[src/vdft_defines.svh]
/*
  constants for the display frame timing block: register byte offsets,
  field positions, reset values and timing counts.
  assumes inclusion by vdft_pkg and the design modules by bare name.
*/
`ifndef VDFT_DEFINES_SVH
`define VDFT_DEFINES_SVH

`define VDFT_OFS_CTRL        12'h000
`define VDFT_OFS_FRAME_SIZE  12'h004
`define VDFT_OFS_HBLANK      12'h008
`define VDFT_OFS_VBLANK1     12'h00C
`define VDFT_OFS_VBIT1       12'h010
`define VDFT_OFS_STATUS      12'h014

`define VDFT_POS_W           12
`define VDFT_HI_LSB          16
`define VDFT_HI_MSB          27
`define VDFT_LO_MSB          11
`define VDFT_DLY_BIT         15
`define VDFT_MODE_MSB        2
`define VDFT_MODE_RAW_BIT    1

`define VDFT_POS_ZERO        12'h000
`define VDFT_LINE_FIRST      12'h001
`define VDFT_POS_ONE         12'h001
`define VDFT_WORD_ZERO       32'h0000_0000
`define VDFT_MODE_RST        3'h0
`define VDFT_VBIT_RST        24'h00_0000

`define VDFT_DELAY_NS        80
`define VDFT_CLK_NS          20
`define VDFT_DLY_W           3
`define VDFT_DELAY_CYC       3'(`VDFT_DELAY_NS / `VDFT_CLK_NS)
`define VDFT_DLY_ZERO        3'h0
`define VDFT_DLY_ONE         3'h1

`endif

[src/vdft_pkg.sv]
/*
  types shared by the display frame timing block.
  assumes vdft_defines.svh is on the include path.
*/
`include "vdft_defines.svh"

package vdft_pkg;

  typedef logic [`VDFT_POS_W-1:0] vdft_pos_t;

  typedef enum logic [1:0] {
    VDFT_BT656,
    VDFT_YC,
    VDFT_RAW
  } vdft_mode_t;

  // timing outputs that travel together to the pins
  typedef struct packed {
    logic horiz_blank_out;
    logic vert_blank_out;
    logic eav_insert;
    logic sav_insert;
    logic f1_vbit;
  } vdft_timing_t;

  typedef struct packed {
    logic [31:0] prdata;
    logic        pready;
    logic        pslverr;
  } vdft_apb_rsp_t;

endpackage : vdft_pkg

[src/vdft_hblank_delay.sv]
/*
  delayed release of horizontal blanking: counts the documented delay
  from a release request and then pulses done.
  assumes one clock, pclk, and asynchronous active-low presetn.
*/
`timescale 1ns/100ps
`include "vdft_defines.svh"

module vdft_hblank_delay (
  // clock and reset
  input  wire logic pclk,
  input  wire logic presetn,
  // control
  input  wire logic start,
  input  wire logic cancel,
  output logic      done
);
  import vdft_pkg::*;

  logic [`VDFT_DLY_W-1:0] cnt_ff;

  // a fresh start restarts the count; cancel wins so a new blank is clean
  always_ff @(posedge pclk or negedge presetn) begin
    if (!presetn) begin
      cnt_ff <= `VDFT_DLY_ZERO;
    end else if (cancel) begin
      cnt_ff <= `VDFT_DLY_ZERO;
    end else if (start) begin
      cnt_ff <= `VDFT_DELAY_CYC;
    end else if (cnt_ff != `VDFT_DLY_ZERO) begin
      cnt_ff <= cnt_ff - `VDFT_DLY_ONE;
    end
  end

  assign done = (cnt_ff == `VDFT_DLY_ONE) && !cancel && !start;

endmodule : vdft_hblank_delay

[src/vdft_frame_timing.sv]
/*
  display frame timing generator with an APB register slave: pixel and
  line counters, horizontal blanking, field 1 vertical blanking start,
  and EAV/SAV insertion strobes.
  assumes APB master on pclk; outputs feed an external display device.
*/
// Behaviour
// - the pixel counter starts at zero, counts to pixels-per-line minus one, then wraps to zero.
// - the line counter starts at one, counts to lines-per-frame, then wraps to one.
// - frame size bits 27..16 hold lines per frame, the line counter end value.
// - frame size bits 11..0 hold pixels per line, the pixel counter end value plus one.
// - horizontal blanking asserts when the pixel counter equals the begin position.
// - in BT.656 and Y/C modes the EAV strobe fires at the begin position.
// - horizontal blanking deasserts when the pixel counter equals the end position.
// - in BT.656 and Y/C modes the SAV strobe fires at the end position.
// - with the delay bit set outside raw mode, blanking falls 4 clocks later.
// - vertical blanking asserts when line and pixel match the field 1 begin point.
// - the field 1 V bit comes from its own register, not from vertical blanking.
// - every line and pixel field is 12 bits and takes any value.
// - in raw mode begin and end bound blanking and no codes are inserted.
// - mode values 0,1 are BT.656, 4,5 are Y/C, 2,3,6,7 are raw.
`timescale 1ns/100ps
`include "vdft_defines.svh"

module vdft_frame_timing (
  // clock and reset
  input  wire logic             pclk,
  input  wire logic             presetn,
  // apb slave
  input  wire logic             psel,
  input  wire logic             penable,
  input  wire logic             pwrite,
  input  wire logic [11:0]      paddr,
  input  wire logic [31:0]      pwdata,
  output vdft_pkg::vdft_apb_rsp_t apb_rsp,
  // display timing
  output vdft_pkg::vdft_timing_t  timing
);
  import vdft_pkg::*;

  // field helpers used by decode and readback
  function automatic vdft_pos_t hi_field(input logic [31:0] w);
    hi_field = w[`VDFT_HI_MSB:`VDFT_HI_LSB];
  endfunction : hi_field

  function automatic vdft_pos_t lo_field(input logic [31:0] w);
    lo_field = w[`VDFT_LO_MSB:0];
  endfunction : lo_field

  function automatic logic [31:0] pack_pair(input vdft_pos_t hi,
                                            input vdft_pos_t lo);
    pack_pair = {4'h0, hi, 4'h0, lo};
  endfunction : pack_pair

  function automatic vdft_mode_t decode_mode(input logic [2:0] m);
    if (m[`VDFT_MODE_RAW_BIT])
      decode_mode = VDFT_RAW;
    else if (m[`VDFT_MODE_MSB])
      decode_mode = VDFT_YC;
    else
      decode_mode = VDFT_BT656;
  endfunction : decode_mode

  // registers
  vdft_pos_t   lines_per_frame_ff;
  vdft_pos_t   pixels_per_line_ff;
  vdft_pos_t   line_blank_begin_pos_ff;
  vdft_pos_t   line_blank_end_pos_ff;
  logic        blank_end_delay_en_ff;
  vdft_pos_t   f1_vblank_begin_line_ff;
  vdft_pos_t   f1_vblank_begin_pixel_ff;
  logic [2:0]  display_mode_select_ff;
  logic        f1_vbit_control_ff;
  vdft_pos_t   frame_pixel_counter_ff;
  vdft_pos_t   frame_line_counter_ff;
  vdft_apb_rsp_t apb_rsp_ff;
  vdft_timing_t  timing_ff;

  vdft_mode_t  mode;
  logic        coded;
  logic        apb_wr;
  logic        pix_wrap;
  logic        at_begin;
  logic        at_end;
  logic        dly_done;
  logic [31:0] nxt_prdata;
  logic        nxt_err;

  assign mode     = decode_mode(display_mode_select_ff);
  assign coded    = (mode != VDFT_RAW);
  assign apb_wr   = psel && penable && pwrite;
  assign pix_wrap = (frame_pixel_counter_ff
                     == pixels_per_line_ff - `VDFT_POS_ONE)
                    || (pixels_per_line_ff == `VDFT_POS_ZERO);
  assign at_begin = (frame_pixel_counter_ff == line_blank_begin_pos_ff);
  assign at_end   = (frame_pixel_counter_ff == line_blank_end_pos_ff);

  // register writes; all position fields take the full 12-bit range
  always_ff @(posedge pclk or negedge presetn) begin
    if (!presetn) begin
      lines_per_frame_ff       <= `VDFT_POS_ZERO;
      pixels_per_line_ff       <= `VDFT_POS_ZERO;
      line_blank_begin_pos_ff  <= `VDFT_POS_ZERO;
      line_blank_end_pos_ff    <= `VDFT_POS_ZERO;
      blank_end_delay_en_ff    <= 1'b0;
      f1_vblank_begin_line_ff  <= `VDFT_POS_ZERO;
      f1_vblank_begin_pixel_ff <= `VDFT_POS_ZERO;
      display_mode_select_ff   <= `VDFT_MODE_RST;
      f1_vbit_control_ff       <= 1'b0;
    end else if (apb_wr) begin
      case (paddr)
        `VDFT_OFS_CTRL:
          display_mode_select_ff <= pwdata[`VDFT_MODE_MSB:0];
        `VDFT_OFS_FRAME_SIZE: begin
          lines_per_frame_ff <= hi_field(pwdata);
          pixels_per_line_ff <= lo_field(pwdata);
        end
        `VDFT_OFS_HBLANK: begin
          line_blank_end_pos_ff   <= hi_field(pwdata);
          blank_end_delay_en_ff   <= pwdata[`VDFT_DLY_BIT];
          line_blank_begin_pos_ff <= lo_field(pwdata);
        end
        `VDFT_OFS_VBLANK1: begin
          f1_vblank_begin_line_ff  <= hi_field(pwdata);
          f1_vblank_begin_pixel_ff <= lo_field(pwdata);
        end
        `VDFT_OFS_VBIT1:
          f1_vbit_control_ff <= pwdata[0];
        default: ;
      endcase
    end
  end

  // readback; reserved bits stay zero
  always_comb begin
    nxt_prdata = `VDFT_WORD_ZERO;
    nxt_err    = 1'b0;
    case (paddr)
      `VDFT_OFS_CTRL:
        nxt_prdata = {29'h0, display_mode_select_ff};
      `VDFT_OFS_FRAME_SIZE:
        nxt_prdata = pack_pair(lines_per_frame_ff, pixels_per_line_ff);
      `VDFT_OFS_HBLANK: begin
        nxt_prdata = pack_pair(line_blank_end_pos_ff,
                               line_blank_begin_pos_ff);
        nxt_prdata[`VDFT_DLY_BIT] = blank_end_delay_en_ff;
      end
      `VDFT_OFS_VBLANK1:
        nxt_prdata = pack_pair(f1_vblank_begin_line_ff,
                               f1_vblank_begin_pixel_ff);
      `VDFT_OFS_VBIT1:
        nxt_prdata = {31'h0, f1_vbit_control_ff};
      `VDFT_OFS_STATUS:
        nxt_prdata = pack_pair(frame_line_counter_ff,
                               frame_pixel_counter_ff);
      default:
        nxt_err = 1'b1;
    endcase
  end

  // zero-wait slave: pready rises with the access phase, registered
  always_ff @(posedge pclk or negedge presetn) begin
    if (!presetn) begin
      apb_rsp_ff <= '0;
    end else begin
      apb_rsp_ff.pready  <= psel && !penable;
      apb_rsp_ff.pslverr <= psel && !penable && nxt_err;
      if (psel && !penable && !pwrite) begin
        apb_rsp_ff.prdata <= nxt_prdata;
      end
    end
  end

  assign apb_rsp = apb_rsp_ff;

  // pixel counter
  always_ff @(posedge pclk or negedge presetn) begin
    if (!presetn) begin
      frame_pixel_counter_ff <= `VDFT_POS_ZERO;
    end else if (pix_wrap) begin
      frame_pixel_counter_ff <= `VDFT_POS_ZERO;
    end else begin
      frame_pixel_counter_ff <= frame_pixel_counter_ff + `VDFT_POS_ONE;
    end
  end

  // line counter; stepping only on pixel wrap
  always_ff @(posedge pclk or negedge presetn) begin
    if (!presetn) begin
      frame_line_counter_ff <= `VDFT_LINE_FIRST;
    end else if (pix_wrap) begin
      if (frame_line_counter_ff >= lines_per_frame_ff) begin
        frame_line_counter_ff <= `VDFT_LINE_FIRST;
      end else begin
        frame_line_counter_ff <= frame_line_counter_ff
                                 + `VDFT_POS_ONE;
      end
    end
  end

  vdft_hblank_delay u_hblank_delay (
    .pclk    (pclk),
    .presetn (presetn),
    .start   (at_end && coded && blank_end_delay_en_ff),
    .cancel  (at_begin),
    .done    (dly_done)
  );

  // timing outputs; begin wins when begin and end coincide
  always_ff @(posedge pclk or negedge presetn) begin
    if (!presetn) begin
      timing_ff <= '0;
    end else begin
      if (at_begin) begin
        timing_ff.horiz_blank_out <= 1'b1;
      end else if (at_end && !(coded && blank_end_delay_en_ff)) begin
        timing_ff.horiz_blank_out <= 1'b0;
      end else if (dly_done) begin
        timing_ff.horiz_blank_out <= 1'b0;
      end
      // vertical end lies outside this block; begin sets and holds
      if (frame_line_counter_ff == f1_vblank_begin_line_ff
          && frame_pixel_counter_ff == f1_vblank_begin_pixel_ff) begin
        timing_ff.vert_blank_out <= 1'b1;
      end
      timing_ff.eav_insert <= at_begin && coded;
      timing_ff.sav_insert <= at_end && coded;
      timing_ff.f1_vbit    <= f1_vbit_control_ff;
    end
  end

  assign timing = timing_ff;
endmodule : vdft_frame_timing

[config.mk]
export PLATFORM = sky130hd
export DESIGN_NAME = vdft_frame_timing
export DESIGN_NICKNAME = d
export VERILOG_FILES = /design/src/vdft_pkg.sv /design/src/vdft_hblank_delay.sv /design/src/vdft_frame_timing.sv
export VERILOG_INCLUDE_DIRS = /design/src
export SDC_FILE = /design/constraint.sdc
export NUM_CORES = 1
export LEC_CHECK = 0
export ABC_AREA = 1
export BUFFER_PORTS_ARGS = -buffer_cell sky130_fd_sc_hd__buf_2
export CORE_MARGIN = 3
export CORE_UTILIZATION = 40
export CTS_CLUSTER_SIZE = 28
export DETAILED_ROUTE_END_ITERATION = 16
export GPL_ROUTABILITY_DRIVEN = 0
export MAX_ROUTING_LAYER = met4
export SYNTH_ARGS = -nofsm -noshare
export SYNTH_HDL_FRONTEND = slang
export SYNTH_HIERARCHICAL = 1
export SYNTH_SLANG_ARGS = --single-unit
export TNS_END_PERCENT = 20
[constraint.sdc]
create_clock -name pclk -period 1.8 [get_ports pclk]
set_input_delay 0.09 -clock pclk [delete_from_list [all_inputs] [get_ports pclk]]
set_output_delay 0.09 -clock pclk [all_outputs]
set_load 0.02 [all_outputs]
==> results.yml, run 1 <==
outcome:
  status: "finished, violations left"
  failed_checks: "setup timing"
finish:
  drive_above_1_share_pct: 21.8
  area_growth_pct: 31.0
  finalInstanceArea_um2: 10000
  fin_util_pct: 54.6
  final_nets: 1256
  finalNonFillerCells: 1431
  antenna_cells: 0
pwr:
  ir_worst_vdd_v: 0.000599
  leakagePower_nw: 5.08
  power.density_nw_per_um2: 719
synth:
  synth_area_um2: 7640
  synthMuxAreaShare_pct: 0
  synth_cell_types: 42
  synthAdderAreaFrac_pct: 2.95
  netlist_instances: 1002
  yosys_register_bits: 136
  yosys.area_share.simple_pct: 26.3
  seq_area_frac_synth_pct: 44.6
  postSynthAreaPerCell_um2: 7.62
  synthXorXnorAreaFrac_pct: 6.88
  ys_top_cells_by_area: "dfrtp_1, nand2_1, o21ai_0, inv_1, nand3_1"
  synth_top_family_by_area: "simple AND/OR/NAND/NOR gates"
  ys_warn_count: 6
  synth_compound_area_share_pct: 10.6
  synth.top_cell.area_share_pct: 44.2
  yosysTopAreaCell: "dfrtp_1"
global_route:
  grt_pass1_vias: 6964
  antenna_found_initial: 0
  grt_pass1_wl_um: 36900
  grt-busiest-layer: "met2"
  track_usage_pct: 23.9
  use_met2_pct: 35.5
  gr-usage-met3_pct: 5.42
  grt_overflow: 0
  grt_max_degree: 45
  grt_use_met1_pct: 32.8
placement:
  dp.cells: 1367
  place_hpwl_um: 17200
  port_buffers: 73
  placedInstanceArea_um2: 8970
clock_network:
  cts-root-buf: "clkbuf_16"
  clk_pin_slew_ns: 0.06
  cts.sinks: 136
  cts_buffers: 17
  cts_max_level: 4
  tritoncts: "built"
  clk_latency_ns: 0.44
  cts_max_path_buffers: 2
timing:
  clock_skew_ns: 0.00954
  fin_crit_ns: 1.94
  setup_violations: 26
  finalHoldViolations: 0
  clock.fmax_mhz: 516
  rsz0062_at_grt: "yes"
  final.setup.worst_slack_ns: -0.138
  setup_tns_ns: -3.06
  slew_viol_final: 0
  finalCritPeriodShare_pct: 108
floorplan:
  rows: 49
  fp.coreArea_um2: 18300
  num_io_pins: 88
  dieArea_um2: 20800
  die_h_um: 144
  die_w_um: 144
  start_util_pct: 41.7
detailed_routing:
  avgViaCountPerCell: 5.02
  drtIter0Drc: 660
  ant_nets: 0
  wirelength_um: 23100
  drtPass1Iterations: 5
  drc: 0
  vias: 7190
  detail_route.wl_per_cell_um: 16.2
critical_path:
  start_kind: "register"
  crit_type: "reg2reg"
  arrival_ns: 2.31
  worstSetupEndpointType: "register"
  required_ns: 2.17
  worstPathMaxFanout: 12
run:
  maxCapViolCount: 0
worst_hold_path:
  hold_class: "in2reg"
cell families (layout without fill, tap and decap cells):
group / count (synthesis) / in the layout
buffers and inverters: 158 / 352
adder cells (fa/ha/maj): 18 / 18
other: 1 / 7
flip-flops: 136 / 136
XOR/XNOR: 60 / 60
AO/OA/AOI/OAI: 149 / 149
AND/OR/NAND/NOR: 480 / 480
critical path: stages (launching register included):
cell	delay [ns]
dfrtp_1	0.39
inv_2	0.11
ha_4	0.17
nand2_4	0.08
nor2_4	0.15
xor2_1	0.21
nand3_1	0.13
nor2_2	0.15
nand2_2	0.12
nand2_4	0.11
buf_12	0.14
nand2_1	0.06
nand2_1	0.05
metal layers:
metal / routed length, um / up-vias
li1: - / 3560
met1: 10900 / 3300
met2: 10000 / 286
met3: 1780 / 44
met4: 424 / 0
met5: 0 / -
metrics by stage:
| stage | total power [mW] | worst slack (ns) | hold slack, ns |
|---|---|---|---|
| final | 7.20 | -0.138 | 0.0219 |
| after global routing | 7.46 | -0.259 | 0.0451 |
| after global placement | 3.66 | -0.421 | 0.0524 |
| after floorplan | 3.41 | 0.00938 | -0.206 |
| after detailed placement | 3.66 | -0.337 | 0.0535 |
| after CTS | 7.25 | -0.0652 | 0.0174 |
synth_stat cells (all sizes together):
master and n:
nand2 302, dfrtp 135, o21ai 109, inv 106, nor2 79, nand3 60, xnor2 31, xor2 29
clkbuf 27, buf 24, a21oi 18, ha 18, nand4 14, nor3 11, o2111ai 9, or2 6
o22ai 5, nor3b 3, nor4 3, a211oi 1, a21o 1, a2bb2oi 1, a31oi 1, a32o 1
clkinv 1, conb 1, dfstp 1, nand3b 1, nor4b 1, o211ai 1, o221ai 1, o31ai 1
final timing paths:
path	start	end	slack, ns	cells past startpoint
max	pixels_per_line_ff[0]$_DFFE_PN0P_	frame_line_counter_ff[1]$_DFFE_PN0P_	-0.14	12
min	pwdata[0]	f1_vblank_begin_pixel_ff[0]$_DFFE_PN0P_	0.02	3
max reg2reg	pixels_per_line_ff[0]$_DFFE_PN0P_	frame_line_counter_ff[1]$_DFFE_PN0P_	-0.14	12
min reg2reg	f1_vbit_control_ff$_DFFE_PN0P_	timing[0]$_DFF_PN0_	0.41	0
max in group asynchronous	presetn	frame_pixel_counter_ff[7]$_DFF_PN0_	1.02	3
min in group asynchronous	presetn	u_hblank_delay/cnt_ff[2]$_DFFE_PN0P_	0.16	2
cell usage in the layout, fill, tap and decap left out, types with 4 or more instances in the layout:
master / instances
nor3_1: 7
conb_1: 7
o22ai_1: 5
dlygate4sd3_1: 27
clkbuf_16: 17
xor2_1: 29
nor2_4: 4
or2_2: 6
nand3_1: 58
dfrtp_1: 135
nor2_2: 7
o2111ai_1: 9
o21ai_0: 105
buf_12: 8
inv_1: 97
xnor2_1: 30
nor2_1: 68
buf_4: 105
buf_2: 72
o21ai_1: 4
clkinvlp_4: 4
ha_1: 17
inv_6: 4
nand2_1: 297
inv_2: 8
a21oi_1: 17
nand4_1: 14
final cells by class:
type | count | area, um2
tap | 229 | 287
clock inverter | 13 | 144
clock buffer | 19 | 453
multi-input combinational | 714 | 3720
sequential | 136 | 3400
fill | 1770 | 8320
inverter | 107 | 404
timing repair buffer | 213 | 1590
registers in the layout (all words and copies together), names as in the netlist:
name / flops
apb_rsp: 27
blank_end_delay_en_ff: 1
display_mode_select_ff: 3
f1_vbit_control_ff: 1
f1_vblank_begin_line_ff: 12
f1_vblank_begin_pixel_ff: 12
frame_line_counter_ff: 12
frame_pixel_counter_ff: 12
line_blank_begin_pos_ff: 12
line_blank_end_pos_ff: 12
lines_per_frame_ff: 12
pixels_per_line_ff: 12
timing: 5
u_hblank_delay/cnt_ff: 3
power by group:
group,switching [mW],internal [mW]
Combinational,0.319,0.223
Clock,1.42,2.12
Sequential,0.0283,3.09
repair_timing:
item	CTS	global route
buffers inserted	2	3
resized for setup	25	5
setup endpoints to repair	28	29
endpoints found under the hold margin	187	0
hold buffers	27	0
pin swaps	7	6
No activity file was read; power rests on OpenSTA's default activity.
==> inputs of run 2 (changes only) <==
Settings changed: PLACE_DENSITY set to 0.65, RECOVER_POWER set to 25.
==> run 2 against run 1 <==
  * The flow still finishes with violations (setup timing)
  * Cell count grew 0.70%
  * Via count grew 1.2%
  * Clock power grew 5%
  * First-iteration DRC count grew 3.3%
  * Combinational power is essentially flat
  * Non-clock buffer count grew 7
  * Final area grew 1.3%
  * Sequential cell count is the same
  * Maximum frequency grew 1.6%
  * Core utilization grew 0.69 points
  * Register-to-register slack gained 0.03 ns
  * Largest cell class unchanged
==> results.yml, run 2 (same netlist as run 1, synthesis figures left out) <==
outcome:
  status: "finished, violations left"
  failed_checks: "setup timing"
global_route:
  grt_overflow: 0
  grt_pass1_wl_um: 37000
  antenna_found_initial: 2
  track_usage_pct: 23.6
  grt_pass1_vias: 6966
  grt_max_degree: 49
clock_network:
  clk_latency_ns: 0.43
  cts_max_level: 4
  cts_buffers: 17
  cts_max_path_buffers: 2
  cts-root-buf: "clkbuf_16"
  cts.sinks: 136
  clk_pin_slew_ns: 0.06
  tritoncts: "built"
placement:
  dp_slack_ns: -0.384
  port_buffers: 73
  place_hpwl_um: 16600
pwr:
  p_total_mw: 7.39
  ir_worst_vdd_v: 0.000616
  leakagePower_nw: 5.10
  power.density_nw_per_um2: 729
timing:
  finalCritPeriodShare_pct: 106
  slew_viol_final: 0
  final.setup.worst_slack_ns: -0.107
  relSlewSlack_pct: 29.8
  rsz0062_at_grt: "yes"
  holdWs_ns: 0.0240
  finalHoldViolations: 0
  fin_crit_ns: 1.91
  setup_tns_ns: -1.08
  tightest_slew_ns: 1.05
  clock_skew_ns: 0.00643
  setup_violations: 17
  clock.fmax_mhz: 524
floorplan:
  start_util_pct: 41.7
  die_w_um: 144
  dieArea_um2: 20800
  fp.coreArea_um2: 18300
  die_h_um: 144
  num_io_pins: 88
  rows: 49
critical_path:
  required_ns: 2.12
  worstPathMaxFanout: 7
  crit_type: "reg2reg"
  arrival_ns: 2.22
  start_kind: "register"
  worstSetupEndpointType: "register"
  rrSetupSlack_ns: -0.11
finish:
  n_fill_cell: 1673
  most-common-layout-cells: "nand2_1, dfrtp_1, buf_4, o21ai_0, inv_1"
  drive_above_1_share_pct: 23.7
  final_nets: 1264
  fin_util_pct: 55.3
  area_growth_pct: 32.7
  final_common_cell: "nand2_1"
  largest_reg_flops: 27
run:
  maxCapViolCount: 0
detailed_routing:
  ant_nets: 0
  drtIter0Drc: 682
  avgViaCountPerCell: 5.05
  wirelength_um: 23100
  vias: 7275
  detail_route.wl_per_cell_um: 16.0
  drtPass1Iterations: 5
  drc: 0
worst_hold_path:
  hold_class: "in2reg"
-- run 2: cell type report --
class / instances / area (um2) / area share [%]
Clock buffer: 18 / 429 / 4.24
Multi-Input combinational cell: 715 / 3830 / 37.8
Antenna cell: 2 / 5.00 / 0.0494
Inverter: 107 / 404 / 3.99
Tap cell: 229 / 287 / 2.83
Sequential cell: 136 / 3410 / 33.6
Clock inverter: 14 / 196 / 1.94
Timing Repair Buffer: 220 / 1580 / 15.5
-- run 2: critical path, stage by stage (launching register included) --
cell	delay, ns
dfrtp_1	0.38
inv_2	0.10
buf_6	0.11
nand3_4	0.11
nor2_4	0.16
xor2_1	0.08
nor2_1	0.15
nand3_2	0.11
nor2_2	0.15
nand2_4	0.14
buf_8	0.18
nand3_2	0.06
nand2_1	0.06
-- run 2: metal layers --
layer / routed length (um) / GRT usage [%]
met1: 10600 / 32.7
met2: 10200 / 34.9
met3: 1880 / 5.56
met4: 343 / 6.48
met5: 0 / -
-- run 2: timing repair --
action | in CTS | in global routing
hold buffers | 27 | 0
cloned | 1 | 0
resized for setup | 37 | 22
setup endpoints to repair | 28 | 29
buffers inserted | 8 | 3
pin swaps | 26 | 20
hold endpoints to repair | 204 | 0
-- run 2: worst paths after layout --
path,to,from,depth (start not counted)
max in group asynchronous,apb_rsp[11]$_DFFE_PN0P_,presetn,3
hold reg to reg,timing[0]$_DFF_PN0_,f1_vbit_control_ff$_DFFE_PN0P_,0
setup / recovery,frame_line_counter_ff[9]$_DFFE_PN0P_,pixels_per_line_ff[0]$_DFFE_PN0P_,12
min in group asynchronous,line_blank_begin_pos_ff[6]$_DFFE_PN0P_,presetn,2
hold / removal,f1_vblank_begin_pixel_ff[0]$_DFFE_PN0P_,pwdata[0],3
setup reg to reg,frame_line_counter_ff[9]$_DFFE_PN0P_,pixels_per_line_ff[0]$_DFFE_PN0P_,12
-- run 2: power by group --
group | switching (mW) | total, mW | internal [mW] | leakage [nW]
Combinational | 0.318 | 0.541 | 0.223 | 2.94
Sequential | 0.0333 | 3.12 | 3.09 | 1.87
Clock | 1.40 | 3.72 | 2.33 | 0.297
-- run 2: metrics by stage --
step	cells	cell area (um2)
2_1_floorplan	1008	7660
3_3_place_gp	1368	8920
3_5_place_dp	1368	8920
4_1_cts	1436	10000
5_1_grt	1441	10100
6_report	1441	10100
==> inputs of run 3 (changes only) <==
Clock period 1.8 ns to 1.7 ns, I/O delays scaled along.
==> run 3 against run 2 <==
  * The flow still finishes with violations (setup timing)
  * Clock skew rose by 0.0032 ns
  * Hold slack got worse by 0.017 ns
  * Clock power about the same
  * Sequential power grew 6%
  * Sequential cell count unchanged
  * Worst setup slack worse by 0.074 ns
  * Sequential share of layout area fell by 0.84 points
  * Highest routed layer unchanged
==> results.yml, run 3 (same netlist as run 1, synthesis figures left out) <==
clock_network:
  cts_max_path_buffers: 2
  cts.sinks: 136
  clk_latency_ns: 0.43
  clk_pin_slew_ns: 0.06
  cts_max_level: 4
  cts_buffers: 17
  cts-root-buf: "clkbuf_16"
  tritoncts: "built"
critical_path:
  worstPathBufferInverterCount: 2
  arrival_ns: 2.19
  start_kind: "register"
  worstSetupEndpointType: "register"
  cp_top_family: "simple AND/OR/NAND/NOR gates"
  worstPathMaxFanout: 6
  crit_type: "reg2reg"
  worstPathCellList: "inv_2, ha_4, or2_2, nand3_1, nand4_1, nor2_1, nand2_4, buf_8, nand3_2, nand2_1"
  worst_path_largest_cell_delay_ns: 0.36
  required_ns: 2.01
  slowest_stage: "dfrtp_1"
floorplan:
  num_io_pins: 88
  rows: 49
  fp.coreArea_um2: 18300
  die_h_um: 144
  dieArea_um2: 20800
  start_util_pct: 41.7
  die_w_um: 144
global_route:
  grt_max_degree: 49
  track_usage_pct: 23.7
  grt_pass1_vias: 7213
  grt_pass1_wl_um: 37000
  grt_overflow: 0
  antenna_found_initial: 0
timing:
  tightest_slew_ns: 1.19
  clock.fmax_mhz: 532
  finalCritPeriodShare_pct: 111
  fin_crit_ns: 1.88
  slew_viol_final: 0
  setup_violations: 26
  final.setup.worst_slack_ns: -0.181
  relSlewSlack_pct: 20.9
  finalHoldViolations: 0
  clock_skew_ns: 0.00961
  rsz0062_at_grt: "yes"
detailed_routing:
  ant_nets: 0
  vias: 7400
  avgViaCountPerCell: 5.00
  drtPass1Iterations: 5
  drc: 0
  detail_route.wl_per_cell_um: 15.7
  drtIter0Drc: 560
  wirelength_um: 23300
finish:
  area_growth_pct: 36.1
  final_nets: 1304
  final_common_cell: "nand2_1"
  most-common-layout-cells: "nand2_1, buf_4, dfrtp_1, o21ai_0, inv_1"
  drive_above_1_share_pct: 26.0
  largest_reg_flops: 27
  finalInstanceArea_um2: 10400
  antenna_cells: 0
  n_fill_cell: 1685
pwr:
  power.switching_mw: 1.79
  ir_worst_vdd_v: 0.000596
  clockPowerShare_pct: 48.7
  p_int_mw: 5.83
  comb_power_share_pct: 8.1
  power.density_nw_per_um2: 733
  seq_power_share_pct: 43.2
  swShare_pct: 23.5
  leakagePower_nw: 5.29
  p_total_mw: 7.62
placement:
  place_hpwl_um: 17100
  placedInstanceArea_um2: 9320
  port_buffers: 73
run:
  maxCapViolCount: 0
outcome:
  status: "finished, violations left"
  failed_checks: "setup timing"
worst_hold_path:
  hold_class: "in2reg"
==> run 3: cell count changes in the layout (fill, tap and decap cells not counted), moves of 3 or more <==
| cell | delta |
|---|---|
| buf_4 | +42 |
| clkinv_2 | +3 |
| nor2_1 | +3 |
| nor2_2 | -4 |
==> run 3: through the flow <==
stage	utilization [%]	hold slack (ns)	setup TNS, ns	std cells	worst slack [ns]
global route	56.7	0.00361	-7.54	1479	-0.313
detailed placement	50.8	0.0488	-7.90	1417	-0.270
CTS	56.4	0.00259	-3.34	1478	-0.168
finish	56.7	0.00724	-3.71	1479	-0.181
global placement	50.8	0.0527	-5.48	1417	-0.212
floorplan	-	-0.211	-0.344	1008	-0.0225
==> run 3: metal layers <==
metal	track usage, %	vias up	part of all wire (%)
li1	-	3670	-
met1	31.8	3422	46
met2	35.6	262	45
met3	4.60	46	6.5
met4	9.47	0	2.6
met5	-	-	0
==> run 3: final timing paths <==
path / slack, ns / from / depth (start not counted) / endpoint
hold / removal: 0.007 / pwdata[18] / 3 / lines_per_frame_ff[2]$_DFFE_PN0P_
setup reg to reg: -0.18 / pixels_per_line_ff[1]$_DFFE_PN0P_ / 10 / frame_line_counter_ff[6]$_DFFE_PN0P_
hold reg to reg: 0.40 / f1_vbit_control_ff$_DFFE_PN0P_ / 0 / timing[0]$_DFF_PN0_
min in group asynchronous: 0.43 / presetn / 2 / f1_vblank_begin_pixel_ff[10]$_DFFE_PN0P_
setup / recovery: -0.18 / pixels_per_line_ff[1]$_DFFE_PN0P_ / 10 / frame_line_counter_ff[6]$_DFFE_PN0P_
max in group asynchronous: 0.24 / presetn / 3 / frame_line_counter_ff[0]$_DFFE_PN1P_
==> run 3: worst register-to-register path: cells and delay by family (launching register included) <==
kind          cells  cell delay, ns
simple gates      7            0.97
fa+ha+maj         1            0.19
buf+inv           2            0.25
flops             1            0.36
==> run 3: power groups by stage <==
stage	combinational [mW]	clock (mW)	sequential, mW
2_1_floorplan	0.247	0	3.36
3_3_place_gp	0.560	0	3.35
3_5_place_dp	0.563	0	3.35
4_1_cts	0.623	3.76	3.29
5_1_grt	0.692	3.91	3.30
6_report	0.615	3.71	3.30
==> run 3: cell type report <==
class	instances	area (um2)	share of cell area (%)
Clock inverter	13	154	1.48
Inverter	107	402	3.86
Sequential cell	136	3410	32.8
Clock buffer	19	433	4.16
Multi-Input combinational cell	715	3840	36.9
Timing Repair Buffer	260	1880	18.1
Tap cell	229	287	2.76
==> run 3: repair_timing <==
action	in CTS	in global routing
setup buffers	2	1
cloned	1	0
hold buffers	26	0
resized for setup	31	18
endpoints found under the setup margin	30	30
pin swaps	16	9
endpoints found under the hold margin	113	0
